## config.mk

```make
export PLATFORM = sky130hd
export DESIGN_NAME = sis_top
export DESIGN_NICKNAME = d
export VERILOG_FILES = /design/src/hdl/sis_pkg.sv /design/src/hdl/sis_top.sv
export SDC_FILE = /design/constraint.sdc
export NUM_CORES = 1
export LEC_CHECK = 0
export BUFFER_PORTS_ARGS = -buffer_cell sky130_fd_sc_hd__buf_4
export CORE_MARGIN = 1
export CORE_UTILIZATION = 40
export DETAILED_ROUTE_END_ITERATION = 10
export HOLD_SLACK_MARGIN = 0.15
export SYNTH_ARGS = -nofsm -noshare
export SYNTH_HDL_FRONTEND = slang
export SYNTH_SLANG_ARGS = --single-unit
```

## constraint.sdc

```tcl
create_clock -name mclk -period 4.52 [get_ports mclk]
set_input_delay 0 -clock mclk [delete_from_list [all_inputs] [get_ports mclk]]
set_output_delay 0 -clock mclk [all_outputs]
set_load 0.005 [all_outputs]
```

## src/hdl/sis_pkg.sv

```systemverilog
package sis_pkg;

	localparam logic [31:0] ADDR_STATUS = 32'hbc040110;
	localparam logic [31:0] ADDR_MASK = 32'hbc040120;
	localparam logic [31:0] MASK_RESET = 32'h00000000;
	localparam logic [15:0] FLAGS_RESET = 16'h0000;
	localparam logic [31:0] READ_UNMAPPED = 32'h00000000;

	// Bit positions inside the status word
	localparam int FLAG_LSB = 16;
	localparam int FLAG_MSB = 31;
	localparam int LIVE_MSB = 15;
	localparam int BIT_STX_PAGE = 31;
	localparam int BIT_SRX_HALF = 29;
	localparam int BIT_SRX_PAGE = 28;
	localparam int BIT_DTX_PAGE = 27;
	localparam int BIT_DRX_HALF = 25;
	localparam int BIT_DRX_PAGE = 24;
	localparam int BIT_VIDEO = 3;
	localparam int BIT_VIDEO_N = 2;
	localparam int BIT_BUS_RESET = 13;
	localparam int BIT_SLOT0 = 12;
	localparam int BIT_FACTORY = 10;
	localparam int BIT_DENS_HI = 7;
	localparam int BIT_SLOT1 = 5;
	localparam int BIT_DENS_LO = 4;
	localparam int BIT_TX_EMPTY = 1;
	localparam int BIT_RX_FULL = 0;

	// DMA events, one-cycle pulses, listed from bit 31 down to bit 16
	typedef struct packed {
		logic stxPageEnd;
		logic stxMemErr;
		logic srxHalfPage;
		logic srxPageEnd;
		logic dtxPageEnd;
		logic dtxMemErr;
		logic drxHalfPage;
		logic drxPageEnd;
		logic floppyErr;
		logic isdnTxLoad;
		logic isdnRxLoad;
		logic isdnErr;
		logic scsiLoad;
		logic scsiOverrun;
		logic scsiMemErr;
		logic etherMemErr;
	} sis_evt_t;

	// Live device status lines
	typedef struct packed {
		logic floppyIrq;
		logic nvramDefaultJumper;
		logic desktopBusReset;
		logic slot0Irq;
		logic isdnIrq;
		logic factoryModeJumper;
		logic scsiIrq;
		logic etherIrq;
		logic floppyDensityHi;
		logic serialIrq;
		logic slot1Irq;
		logic floppyDensityLo;
		logic videoIrq;
		logic desktopTxEmpty;
		logic desktopRxFull;
	} sis_live_t;

	// Channel halt levels, high while the channel is disabled
	typedef struct packed {
		logic serialTx;
		logic serialRx;
		logic desktopTx;
		logic desktopRx;
		logic floppy;
		logic isdn;
		logic scsi;
		logic ether;
	} sis_halt_t;

endpackage

```

## src/hdl/sis_top.sv

```systemverilog
// What this block does
// - Upper half holds sticky DMA event flags
// - Writing zero clears flag; one keeps it
// - Reset forces all DMA flags to zero
// - Lower half reads live device lines
// - Transmit page end flags and halts channel
// - DMA memory errors flag and halt channel
// - Serial receive half page sets flag only
// - Desktop receive half page sets flag only
// - Serial receive page end halts, sets both
// - Desktop receive page end halts, sets both
// - ISDN buffer pointer loads set flags
// - ISDN error flag halts both directions
// - SCSI buffer pointer load sets flag
// - SCSI overrun flags and halts DMA
// - SCSI memory read error halts DMA
// - Ethernet memory error flags and halts
// - Bits seven and four show density
// - Bit thirteen shows desktop bus reset
// - Bit ten shows factory mode jumper
// - Bits twelve and five show slot interrupts
// - Bit two is inverse of bit three
// - Bits one and zero show desktop port
// - Mask gates processor interrupt, resets zero
//
// Decided for this implementation: register access over Wishbone.
module sis_top (
	input wire logic mclk,
	input wire logic rst_n,
	input wire logic wbCyc,
	input wire logic wbStb,
	input wire logic wbWe,
	input wire logic [31:0] wbAdr,
	input wire logic [3:0] wbSel,
	input wire logic [31:0] wbDatW,
	output logic [31:0] wbDatR,
	output logic wbAck,
	input wire sis_pkg::sis_evt_t dmaEvt,
	input wire sis_pkg::sis_live_t liveIn,
	output sis_pkg::sis_halt_t chanHalt,
	output logic cpuIrq
);

	////////////////////////////////////////////////////////////////////////
	// Registers

	logic wbAck_ff;
	logic [31:0] wbDatR_ff;
	logic [15:0] flags_ff;
	logic [31:0] mask_ff;
	logic cpuIrq_ff;
	sis_pkg::sis_halt_t chanHalt_ff;
	sis_pkg::sis_live_t liveMeta_ff;
	sis_pkg::sis_live_t liveSync_ff;
	logic hitStatusQ;

	////////////////////////////////////////////////////////////////////////
	// Bus decode

	wire logic busReq = wbCyc & wbStb;
	wire logic firstCycle = busReq & ~wbAck_ff;
	wire logic commit = busReq & wbAck_ff;
	wire logic hitStatus = wbAdr == sis_pkg::ADDR_STATUS;
	wire logic hitMask = wbAdr == sis_pkg::ADDR_MASK;
	wire logic wrStatus = commit & wbWe & hitStatus;
	wire logic wrMask = commit & wbWe & hitMask;

	wire logic [31:0] byteMask = {{8{wbSel[3]}}, {8{wbSel[2]}}, {8{wbSel[1]}}, {8{wbSel[0]}}};

	////////////////////////////////////////////////////////////////////////
	// Status word

	wire logic [15:0] evtVec = dmaEvt;

	// Page end on a receive channel also raises its half page flag
	wire logic [15:0] evtAll = evtVec
		| (16'h0001 << (sis_pkg::BIT_SRX_HALF - sis_pkg::FLAG_LSB)) & {16{dmaEvt.srxPageEnd}}
		| (16'h0001 << (sis_pkg::BIT_DRX_HALF - sis_pkg::FLAG_LSB)) & {16{dmaEvt.drxPageEnd}};

	// Written zeros in enabled upper lanes clear; ones do nothing
	wire logic [31:0] clrWord = ~wbDatW & byteMask;
	wire logic [15:0] clrVec = wrStatus ? clrWord[sis_pkg::FLAG_MSB:sis_pkg::FLAG_LSB] : 16'h0000;

	// Hardware set wins over a clear in the same cycle
	wire logic [15:0] nxt_flags = (flags_ff & ~clrVec) | evtAll;

	// Named views of the flag bits
	wire sis_pkg::sis_evt_t flagNow = flags_ff;
	wire sis_pkg::sis_evt_t flagNxt = nxt_flags;

	wire logic [15:0] liveWord = {
		liveSync_ff.floppyIrq,
		liveSync_ff.nvramDefaultJumper,
		liveSync_ff.desktopBusReset,
		liveSync_ff.slot0Irq,
		liveSync_ff.isdnIrq,
		liveSync_ff.factoryModeJumper,
		liveSync_ff.scsiIrq,
		liveSync_ff.etherIrq,
		liveSync_ff.floppyDensityHi,
		liveSync_ff.serialIrq,
		liveSync_ff.slot1Irq,
		liveSync_ff.floppyDensityLo,
		liveSync_ff.videoIrq,
		~liveSync_ff.videoIrq,
		liveSync_ff.desktopTxEmpty,
		liveSync_ff.desktopRxFull
	};

	wire logic [31:0] statusWord = {flags_ff, liveWord};

	////////////////////////////////////////////////////////////////////////
	// Mask and interrupt

	wire logic [31:0] nxt_mask = wrMask ? (mask_ff & ~byteMask) | (wbDatW & byteMask) : mask_ff;
	wire logic nxt_cpuIrq = |(statusWord & mask_ff);

	////////////////////////////////////////////////////////////////////////
	// Channel halts

	sis_pkg::sis_halt_t nxt_halt;
	assign nxt_halt.serialTx = dmaEvt.stxPageEnd | flagNxt.stxPageEnd | flagNxt.stxMemErr;
	assign nxt_halt.serialRx = flagNxt.srxPageEnd;
	assign nxt_halt.desktopTx = flagNxt.dtxPageEnd | flagNxt.dtxMemErr;
	assign nxt_halt.desktopRx = flagNxt.drxPageEnd;
	assign nxt_halt.floppy = flagNxt.floppyErr;
	assign nxt_halt.isdn = flagNxt.isdnErr;
	assign nxt_halt.scsi = flagNxt.scsiOverrun | flagNxt.scsiMemErr;
	assign nxt_halt.ether = flagNxt.etherMemErr;

	////////////////////////////////////////////////////////////////////////
	// Read data

	wire logic [31:0] nxt_rdData = hitStatus ? statusWord
		: hitMask ? mask_ff
		: sis_pkg::READ_UNMAPPED;

	////////////////////////////////////////////////////////////////////////
	// Flip-flops

	always_ff @(posedge mclk or negedge rst_n) begin
		if (!rst_n) begin
			liveMeta_ff <= '0;
			liveSync_ff <= '0;
		end else begin
			liveMeta_ff <= liveIn;
			liveSync_ff <= liveMeta_ff;
		end
	end

	always_ff @(posedge mclk or negedge rst_n) begin
		if (!rst_n) begin
			wbAck_ff <= 1'b0;
		end else begin
			wbAck_ff <= firstCycle;
		end
	end

	always_ff @(posedge mclk or negedge rst_n) begin
		if (!rst_n) begin
			wbDatR_ff <= sis_pkg::READ_UNMAPPED;
		end else begin
			wbDatR_ff <= firstCycle ? nxt_rdData : wbDatR_ff;
		end
	end

	always_ff @(posedge mclk or negedge rst_n) begin
		if (!rst_n) begin
			flags_ff <= sis_pkg::FLAGS_RESET;
		end else begin
			flags_ff <= nxt_flags;
		end
	end

	always_ff @(posedge mclk or negedge rst_n) begin
		if (!rst_n) begin
			mask_ff <= sis_pkg::MASK_RESET;
		end else begin
			mask_ff <= nxt_mask;
		end
	end

	always_ff @(posedge mclk or negedge rst_n) begin
		if (!rst_n) begin
			cpuIrq_ff <= 1'b0;
		end else begin
			cpuIrq_ff <= nxt_cpuIrq;
		end
	end

	always_ff @(posedge mclk or negedge rst_n) begin
		if (!rst_n) begin
			chanHalt_ff <= '0;
		end else begin
			chanHalt_ff <= nxt_halt;
		end
	end

	assign wbAck = wbAck_ff;
	assign wbDatR = wbDatR_ff;
	assign chanHalt = chanHalt_ff;
	assign cpuIrq = cpuIrq_ff;

	always_ff @(posedge mclk or negedge rst_n) begin
		if (!rst_n) begin
			hitStatusQ <= 1'b0;
		end else begin
			hitStatusQ <= firstCycle & hitStatus & ~wbWe;
		end
	end
endmodule

```

# After elaboration in Yosys (flattened, before gate mapping)

Cells that the tools add are included.

Flip-flop bits (word level): 120
Bits of input ports: 104
Output and inout port bits: 42
Word-level logic and storage cells: 73

Equal/unequal tests: 2
Muxes and demuxes: 3
Bitwise operators: 24
Reductions and logical operators: 1

Operator list:

| cell                                  | number |
|---|---|
| bitwise AND 32 bit                    | 4 |
| == test 32 bit, second input constant | 2 |
| two-way mux 32 bit                    | 2 |
| inverter 32 bit                       | 2 |
| bitwise OR 32 bit                     | 1 |
| OR reduction 32 bit                   | 1 |
| bitwise AND 16 bit                    | 1 |
| two-way mux 16 bit                    | 1 |
| inverter 16 bit                       | 1 |
| bitwise OR 16 x 10 -> 16 bit          | 1 |
| bitwise OR 16 x 14 -> 16 bit          | 1 |
| bitwise OR 16 bit                     | 1 |
| bitwise AND 1 bit                     | 6 |
| bitwise OR 1 bit                      | 4 |
| inverter 1 bit                        | 2 |

# Logic depth before layout (Yosys ltp)

Gate-level depths: netlist of run 1.

Word-level depth: 10
Mapped depth: 7
Gate-level depth less buffers: 4

# Least setup slack after synthesis of run 1

OpenSTA, ideal clock, no wires.

Kind: register to register
Start point: reg wbAck_ff (netlist: wbAck)
End point: reg with a tool-made name
Library setup time: 127 ps
Arrival time: 1447 ps
Data required time: 4393 ps
Path slack: 2945 ps
Stages on the path, launching flop included: 6
Path buffers: 1
Period minus slack after synthesis: 1575 ps
Cell sequence: dfrtp_1 -> nand4_1 -> inv_1 -> and4_1 -> buf_6 -> mux2_1

RTL lines:

| what                   | RTL line       | text |
|---|---|---|
| start, declared        | sis_top.sv:47  | `logic wbAck_ff;` |
| start signal, assigned | sis_top.sv:155 | `wbAck_ff <= firstCycle;` |

==> flow_summary.json, run 1 <==
{
  "synth-main-ff-cell": "dfrtp_1",
  "die_height_um": 111,
  "via_per_inst": 5.21,
  "pre_cts_ws_ns": 2.12,
  "wl_per_cell_um": 17.5,
  "relSlewSlack": 0.367,
  "area_growth_syn_to_layout_pct": 57.9,
  "startpoint_type": "input pin",
  "power_density_nw_per_um2": 342,
  "vias": 3872,
  "grt.overflow.total": 0,
  "multi_input_area_um2": 1690,
  "synth_nets": 445,
  "finalSetupViolations": 0,
  "p_leak_nw": 3.58,
  "cts_root_buffer": "clkbuf_16",
  "placeableCoreArea_um2": 11500,
  "synth_area_leaders": "dfrtp_1 61%, a221o_1 6.7%, and2_1 4.2%",
  "portBuffers": 145,
  "clock.fmax_ghz": 0.407,
  "drt-pass1-iter-count": 7,
  "violations": "design-rule violations",
  "seq_area_um2": 2880,
  "cp.arrival_ns": 2.74,
  "synth_edf_count": 0,
  "cts.repair.resized": 0,
  "ant_nets": 0,
  "first_global_vias": 4155,
  "hold_path.class": "input pin to flip-flop",
  "drive_above_1_share": 0.363,
  "final_area_um2": 7500,
  "yosysWarnings": 0,
  "fillerInstances": 910,
  "cp-end-kind": "flip-flop",
  "synth.cell_area_um2": 4750,
  "clock_path_buffers": 2,
  "holdWs_ns": 0.157,
  "track_usage": 0.226,
  "synthArstFlopShare": 1.00,
  "hold_viol": 0,
  "post-route-period-util": 0.543,
  "final.min_clock_period_ns": 2.45,
  "num_rows": 39,
  "clock-sinks": 115,
  "status": "finished, violations left",
  "synth_area_leader_cell": "dfrtp_1",
  "ys_ff_latch": 115,
  "place_area_um2": 5900,
  "hpwl_um": 8550,
  "dieArea_um2": 12300,
  "critPathMaxFanout": 17,
  "nNetsFinal": 691,
  "fin_cells": 743,
  "place_inst": 611,
  "synth_cell_types": 37,
  "antenna_found_initial": 0,
  "cts_tree": "done",
  "irDropWorstVdd_uv": 272,
  "syn_area_per_cell_um2": 13.9,
  "syn_inst": 341,
  "grt_max_degree": 78,
  "finClkSkew_ns": 0.00774,
  "path_clk_slew_ns": 0.06,
  "maxSlewViolCount": 0,
  "die_w_um": 111,
  "drc_errors": 16,
  "diodes": 0,
  "drv_cap": 0,
  "setup_tns_ns": 0,
  "yosys.area.top_type_share": 0.606,
  "worstPathRequired_ns": 4.80,
  "ios": 146,
  "grt_first_pass_wirelength_um": 21000,
  "cts-htree-levels": 4,
  "clk_latency_ns": 0.40,
  "post_cts_buffers": 0,
  "yosysSeqAreaShare": 0.606,
  "rsz0062_at_grt": "no",
  "start_util": 0.412,
  "place.gp.congestion": 0.761,
  "worst_slack_ns": 2.07,
  "tightest_slew_ns": 0.949,
  "wl_um": 13000,
  "worstSetupPathType": "input pin to flip-flop",
  "cts_inserted_buffers": 17,
  "drtIter0Drc": 187
}
synthesized netlist by cell type (all sizes together) (2+ instances only):
cell and n:
nand2 5, nand3 2, a22o 2, inv 6, nor4b 4, o21ai 3, a221o 32, nor2 11
and2 32, and4 4, dfrtp 115, a22oi 11, clkbuf 6, nor4 6, mux2 32, nand2b 18
nand4 7, or3b 3, or2 3, a221oi 2, buf 17, o41ai 13
stage by stage:
step,utilization,power [mW]
6_report,0.651,2.57
5_1_grt,0.651,2.65
4_1_cts,0.651,2.59
3_5_place_dp,0.512,1.19
3_3_place_gp,0.512,1.19
2_1_floorplan,-,1.08
layout by cell type, fill, tap and decap left out, drive strengths merged, types with 4 or more instances in the layout:
master         n
o41ai         13
mux2          32
clkinv         5
clkinvlp       4
and2          32
nand2b        18
and4           4
nand4          7
nand2          5
buf          150
dfrtp        115
dlygate4sd3  100
a22oi         11
nor4           6
nor2          11
a221o         32
nor4b          4
clkbuf        19
inv            7
path summary, 6_finish.rpt:
path / from / endpoint / slack [ns] / cells after the start
worst max-delay path: wbAdr[9] / chanHalt[5] / 2.07 / 7
worst min-delay path: wbCyc / wbAck / 0.16 / 4
worst max register to register: wbAck / chanHalt[5] / 2.15 / 6
worst min register to register: liveMeta_ff[0] / liveSync_ff[0] / 0.34 / 0
max in group asynchronous: rst_n / wbDatR[19] / 3.20 / 3
min in group asynchronous: rst_n / async pin / 0.27 / 2
report_power, final:
part,switching (mW),internal (mW)
combinational,0.0617,0.104
clock,0.471,0.878
sequential,0.00643,1.04
worst max-delay path, cell delays in order:
cell           delay, ns
buf_4               0.11
nor4b_2             0.35
nand4_2             0.58
o41ai_2             0.44
dlygate4sd3_1       0.61
o21ai_1             0.07
dlygate4sd3_1       0.56
area by class of cell:
type                    count  share of cell area
clock inverters            13              0.0210
repair buffers            250               0.284
inverters                   6             0.00300
clock buffers              19              0.0591
well taps                 143              0.0239
multi-input cells         197               0.226
flip-flops and latches    115               0.384
repair_timing:
item | in CTS | in global routing
endpoints found under the hold margin | 143 | 0
endpoints found under the setup margin | 0 | 0
hold buffers | 100 | 0
logic make-up after synthesis:
kind of cell    Yosys count  share of synthesized area
flops                   115                      0.606
mux                      33                     0.0780
buf+inv                  29                     0.0390
simple gates            101                      0.153
compound gates           63                      0.124
per-layer routing:
| metal | up-vias | routed length (um) | global-route usage |
|---|---|---|---|
| li1 | 1770 | - | - |
| met1 | 1975 | 5310 | 0.273 |
| met2 | 104 | 6830 | 0.384 |
| met3 | 23 | 527 | 0.0470 |
| met4 | 0 | 329 | 0.111 |
| met5 | - | 0 | 0 |
No activity file was read; power rests on OpenSTA's default activity.
==> run 2, diff against run 1 <==
- ABC_AREA: unset -> 1
- clock period: 4.52 -> 2.45 ns (I/O delays scaled with it)
==> run 2 against run 1 <==
  * The run now ends clean
  * Combinational power up 110%
  * Worst setup slack worse by 1.7 ns
  * Worst hold slack better by 0.010 ns
  * Total power up 79%
  * Wire length up 12%
  * Highest routed layer unchanged
==> flow_summary.json, run 2 <==
{
  "fin_cells": 1049,
  "place_inst": 914,
  "grt.overflow.total": 0,
  "hold_depth": 4,
  "hold_path.startpoint": "wbCyc",
  "drt-pass1-iter-count": 5,
  "clk_latency_ns": 0.42,
  "yosysSeqAreaShare": 0.555,
  "mostFrequentLayoutCells": "269 x nand2_1, 153 x buf_4, 115 x dfrtp_1",
  "ys_ff_latch": 115,
  "drv_cap": 0,
  "worstPathRequired_ns": 2.75,
  "grt_first_pass_wirelength_um": 23400,
  "via_per_inst": 4.68,
  "cts_root_buffer": "clkbuf_16",
  "hpwl_um": 9390,
  "ant_nets": 0,
  "clock-sinks": 115,
  "synth_area_leader_cell": "dfrtp_1",
  "clock_path_buffers": 2,
  "cp_num_buf_inv": 2,
  "nNetsFinal": 968,
  "critPathMaxFanout": 16,
  "placeableCoreArea_um2": 12600,
  "antenna_found_initial": 0,
  "synth_most_common_cell": "nand2_1",
  "vias": 4906,
  "p_total_mw": 4.59,
  "clock.fmax_ghz": 0.482,
  "synth-main-ff-cell": "dfrtp_1",
  "yosysWarnings": 0,
  "worst_slack_ns": 0.375,
  "final.min_clock_period_ns": 2.08,
  "rsz0062_at_grt": "no",
  "maxSlewViolCount": 0,
  "die_w_um": 116,
  "worstReg2RegStart": "wbAck",
  "fillerInstances": 1121,
  "diodes": 0,
  "cts.repair.resized": 0,
  "area_growth_syn_to_layout_pct": 54.3,
  "wl_um": 14600,
  "holdWs_ns": 0.167,
  "cts_inserted_buffers": 17,
  "path_clk_slew_ns": 0.06,
  "grt_max_degree": 55,
  "relSlewSlack": 0.226,
  "finalSetupViolations": 0,
  "power_density_nw_per_um2": 574,
  "status": "finished, final reports clean",
  "post-route-period-util": 0.847,
  "intPower_mw": 3.52,
  "hold_path.class": "input pin to flip-flop",
  "cp.depth": 7,
  "setup_tns_ns": 0,
  "cp-end-kind": "flip-flop",
  "power_frac_comb": 0.075,
  "cts-htree-levels": 4,
  "max_stage_delay_ns": 0.56,
  "startpoint_type": "flip-flop",
  "final_common_cell": "nand2_1",
  "syn_area_per_cell_um2": 8.44,
  "synth_area_leaders": "dfrtp_1 55%, nand2_1 19%, o21ai_2 5.4%",
  "die_height_um": 116,
  "hold_viol": 0,
  "pre_cts_ws_ns": 0.613,
  "wl_per_cell_um": 13.9,
  "start_util": 0.411,
  "switching_share": 0.235,
  "critical_path.cell_chain": "nand2_1 > nor2_1 > buf_4 > nand4_4 > nand2_1 > o21ai_2 > dlygate4sd3_1",
  "yosys.area.top_type_share": 0.555,
  "cp-startpoint": "wbAck",
  "cts_tree": "done",
  "synthArstFlopShare": 1.00,
  "min_to": "wbAck",
  "synth_common_cells": "269 x nand2_1, 115 x dfrtp_1, 71 x inv_1",
  "cpMostUsedCell": "nand2_1",
  "dieArea_um2": 13400,
  "ios": 146,
  "place.gp.congestion": 0.847,
  "syn_inst": 615,
  "drive_above_1_share": 0.265,
  "post_cts_buffers": 0,
  "portBuffers": 145,
  "synth.cell_area_um2": 5190,
  "first_global_vias": 4945,
  "cp_slowest_cell": "dlygate4sd3_1",
  "reg2reg_slack_ns": 0.37,
  "critPathTopFamily": "buffers and inverters",
  "drc_errors": 0,
  "tightest_slew_ns": 1.16,
  "track_usage": 0.234,
  "reg2reg_depth": 7,
  "p_clk_frac": 0.503,
  "switchingPower_mw": 1.08,
  "synth_edf_count": 0,
  "drtIter0Drc": 264,
  "irDropWorstVdd_uv": 476,
  "synth_nets": 719,
  "worstSetupPathType": "flip-flop to flip-flop",
  "p_leak_nw": 4.19,
  "hold_buffers": 103,
  "synth_cell_types": 21,
  "finClkSkew_ns": 0.00666,
  "cp.arrival_ns": 2.38,
  "seqPwrFrac": 0.422,
  "num_rows": 41
}
[run 2: metal layers]
layer / part of all wire / vias to the layer above / track usage / routed length, um
met5: 0 / - / 0 / 0
met4: 0.013 / 0 / 0.0744 / 187
met3: 0.048 / 16 / 0.0581 / 694
met2: 0.52 / 149 / 0.416 / 7570
met1: 0.42 / 2357 / 0.276 / 6110
li1: - / 2384 / - / -
[run 2: worst max-delay path by stage]
stage,endpoint,slack (ns)
after global placement,flip-flop,0.67
final,flip-flop,0.37
after CTS,flip-flop,0.38
after global routing,flip-flop,0.27
after detailed placement,flip-flop,0.61
after floorplan,flip-flop,0.99
[run 2: kinds of logic (layout without fill, tap and decap cells)]
kind of cell,Yosys count,in the layout,synth area share
AO/OA/AOI/OAI,48,48,0.0694
buffers and inverters,103,365,0.0895
AND/OR/NAND/NOR,349,349,0.286
flip-flops,115,115,0.555
[run 2: layout make-up]
type / instances / area (um2) / share of cell area
flip-flops and latches: 115 / 2880 / 0.359
repair buffers: 258 / 2220 / 0.277
multi-input cells: 397 / 1850 / 0.231
clock buffers: 17 / 425 / 0.0531
inverters: 75 / 282 / 0.0352
well taps: 172 / 215 / 0.0269
clock inverters: 15 / 136 / 0.0170
[run 2: worst reg2reg max path, cell delays in order (launching register included)]
cell	delay [ns]
dfrtp_1	0.38
nand2_1	0.06
nor2_1	0.09
buf_4	0.24
nand4_4	0.32
nand2_1	0.23
o21ai_2	0.07
dlygate4sd3_1	0.56
[run 2: power groups by stage]
stage               logic (mW)  clock network (mW)  registers (mW)
global route             0.379                2.43            1.94
floorplan               0.0625                   0            1.97
CTS                      0.348                2.35            1.94
finish                   0.344                2.31            1.94
detailed placement       0.261                   0            1.97
global placement         0.258                   0            1.97
[run 2: metrics by stage]
stage | area [um2] | util
detailed placement | 6410 | 0.508
CTS | 8010 | 0.634
floorplan | 5190 | -
global placement | 6410 | 0.508
global route | 8010 | 0.634
finish | 8010 | 0.634
==> run 3, diff against run 2 <==
- ABC_AREA: 1 -> 0
- PLACE_DENSITY: unset -> 0.67
- clock period: 2.45 -> 1.9 ns (I/O delays scaled with it)
==> run 3 against run 2 <==
  * The run now ends with design-rule violations, negative setup slack left
  * Combinational power increased by 24%
  * Sequential cell count is the same
  * Design area fell by 4.8%
  * Utilization grew 2.7 points
  * Final cell count is 29% lower
  * Global-route usage rose by 0.056 points
==> flow_summary.json, run 3 (synthesis results as in run 1) <==
{
  "power_frac_comb": 0.066,
  "die_w_um": 111,
  "busiest_layer": "met2",
  "final_common_cell": "buf_4",
  "clock_path_buffers": 2,
  "post_cts_buffers": 0,
  "tightest_slew_ns": 0.551,
  "wl_um": 13600,
  "use_met2": 0.380,
  "clock-sinks": 115,
  "via_per_inst": 5.28,
  "track_usage": 0.234,
  "p_total_mw": 6.45,
  "switching_share": 0.211,
  "nNetsFinal": 692,
  "critPathMaxFanout": 16,
  "worstPathRequired_ns": 2.18,
  "area_growth_syn_to_layout_pct": 60.5,
  "die_height_um": 111,
  "drc_errors": 20,
  "worstSetupPathType": "flip-flop to flip-flop",
  "cp-end-kind": "flip-flop",
  "ios": 146,
  "cts-htree-levels": 4,
  "finClkSkew_ns": 0.00969,
  "dieArea_um2": 12300,
  "path_clk_slew_ns": 0.06,
  "cp.arrival_ns": 2.19,
  "diodes": 0,
  "cts_root_buffer": "clkbuf_16",
  "portBuffers": 145,
  "rsz0062_at_grt": "yes",
  "first_global_vias": 4265,
  "status": "finished, violations left",
  "hold_viol": 0,
  "num_rows": 39,
  "antenna_found_initial": 0,
  "grt_first_pass_wirelength_um": 21900,
  "startpoint_type": "flip-flop",
  "grt.overflow.total": 0,
  "place.gp.congestion": 0.815,
  "start_util": 0.412,
  "violations": "design-rule violations, negative setup slack",
  "use_met1": 0.298,
  "grt_max_degree": 35,
  "clk_latency_ns": 0.41,
  "wl_per_cell_um": 18.3,
  "irDropWorstVdd_uv": 514,
  "p_clk_frac": 0.546,
  "mostFrequentLayoutCells": "159 x buf_4, 115 x dfrtp_1, 84 x dlygate4sd3_1",
  "gr-usage-met3": 0.0547,
  "vias": 3926,
  "cts_inserted_buffers": 17,
  "ant_nets": 0,
  "worst_slack_ns": -0.0112,
  "drt-pass1-iter-count": 9,
  "hold_path.class": "input pin to async pin",
  "finalSetupViolations": 1,
  "switchingPower_mw": 1.36,
  "hpwl_um": 8660,
  "clock.fmax_ghz": 0.523,
  "drive_above_1_share": 0.392,
  "final.min_clock_period_ns": 1.91,
  "pre_cts_ws_ns": 0.168,
  "relSlewSlack": 0.632,
  "post-route-period-util": 1.01,
  "seqPwrFrac": 0.387,
  "cts_tree": "done",
  "intPower_mw": 5.09,
  "drtIter0Drc": 235,
  "power_density_nw_per_um2": 846,
  "p_leak_nw": 3.70,
  "maxSlewViolCount": 0,
  "drv_cap": 0,
  "placeableCoreArea_um2": 11500
}
-- run 3: cell types whose count changed in the layout (fill, tap and decap cells not counted), moves of 31 or more --
cell	previous run	this run
o21ai_2	32	0
a221o_1	0	32
nand3_1	33	2
nand2_1	269	5
and2_1	1	32
inv_1	71	6
-- run 3: area by class of cell --
cell class,instances,area [um2]
clock buffers,17,425
clock inverters,14,228
fillers,841,3900
inverters,6,22.5
multi-input cells,197,1720
flip-flops and latches,115,2880
well taps,143,179
repair buffers,251,2160
-- run 3: per-layer routing --
metal	vias up	routed length (um)
li1	1775	-
met5	-	0
met1	1982	5800
met4	0	340
met3	29	703
met2	140	6780
-- run 3: worst max-delay path, stage by stage (launching register included) --
cell and delay (ns):
dfrtp_1 0.36, nand4_1 0.16, buf_6 0.22, o41ai_1 0.39, nand2b_1 0.09, dlygate4sd3_1 0.56
-- run 3: per-stage QoR --
stage	std cells	area, um2	utilization	TNS [ns]	hold WS (ns)
after floorplan	341	4750	-	0	-0.296
after global routing	743	7620	0.662	-0.501	0.197
final	743	7620	0.662	-0.0112	0.179
after detailed placement	624	6030	0.524	0	0.0339
after global placement	624	6030	0.524	0	0.0286
after CTS	743	7580	0.658	0	0.169
-- run 3: timing repair --
item | CTS | global route
resized for setup | 0 | 8
hold endpoints to repair | 182 | 0
hold buffers | 88 | 0
setup endpoints to repair | 0 | 16
-- run 3: power groups by stage --
stage	combinational, mW	clock (mW)	sequential, mW
floorplan	0.0422	0	2.54
global placement	0.297	0	2.54
detailed placement	0.302	0	2.54
CTS	0.426	3.55	2.50
global route	0.461	3.68	2.50
finish	0.428	3.52	2.50
-- run 3: final timing paths --
check	slack (ns)	depth (start not counted)	end	from
setup / recovery	-0.01	5	flagNow[5]	wbAck
hold / removal	0.18	3	flagNow[9]	rst_n
setup reg to reg	-0.01	5	flagNow[5]	wbAck
hold reg to reg	0.35	0	liveSync_ff[8]	liveMeta_ff[8]
max in group asynchronous	0.75	3	wbDatR[30]	rst_n
min in group mclk	0.20	5	chanHalt[5]	wbAdr[14]
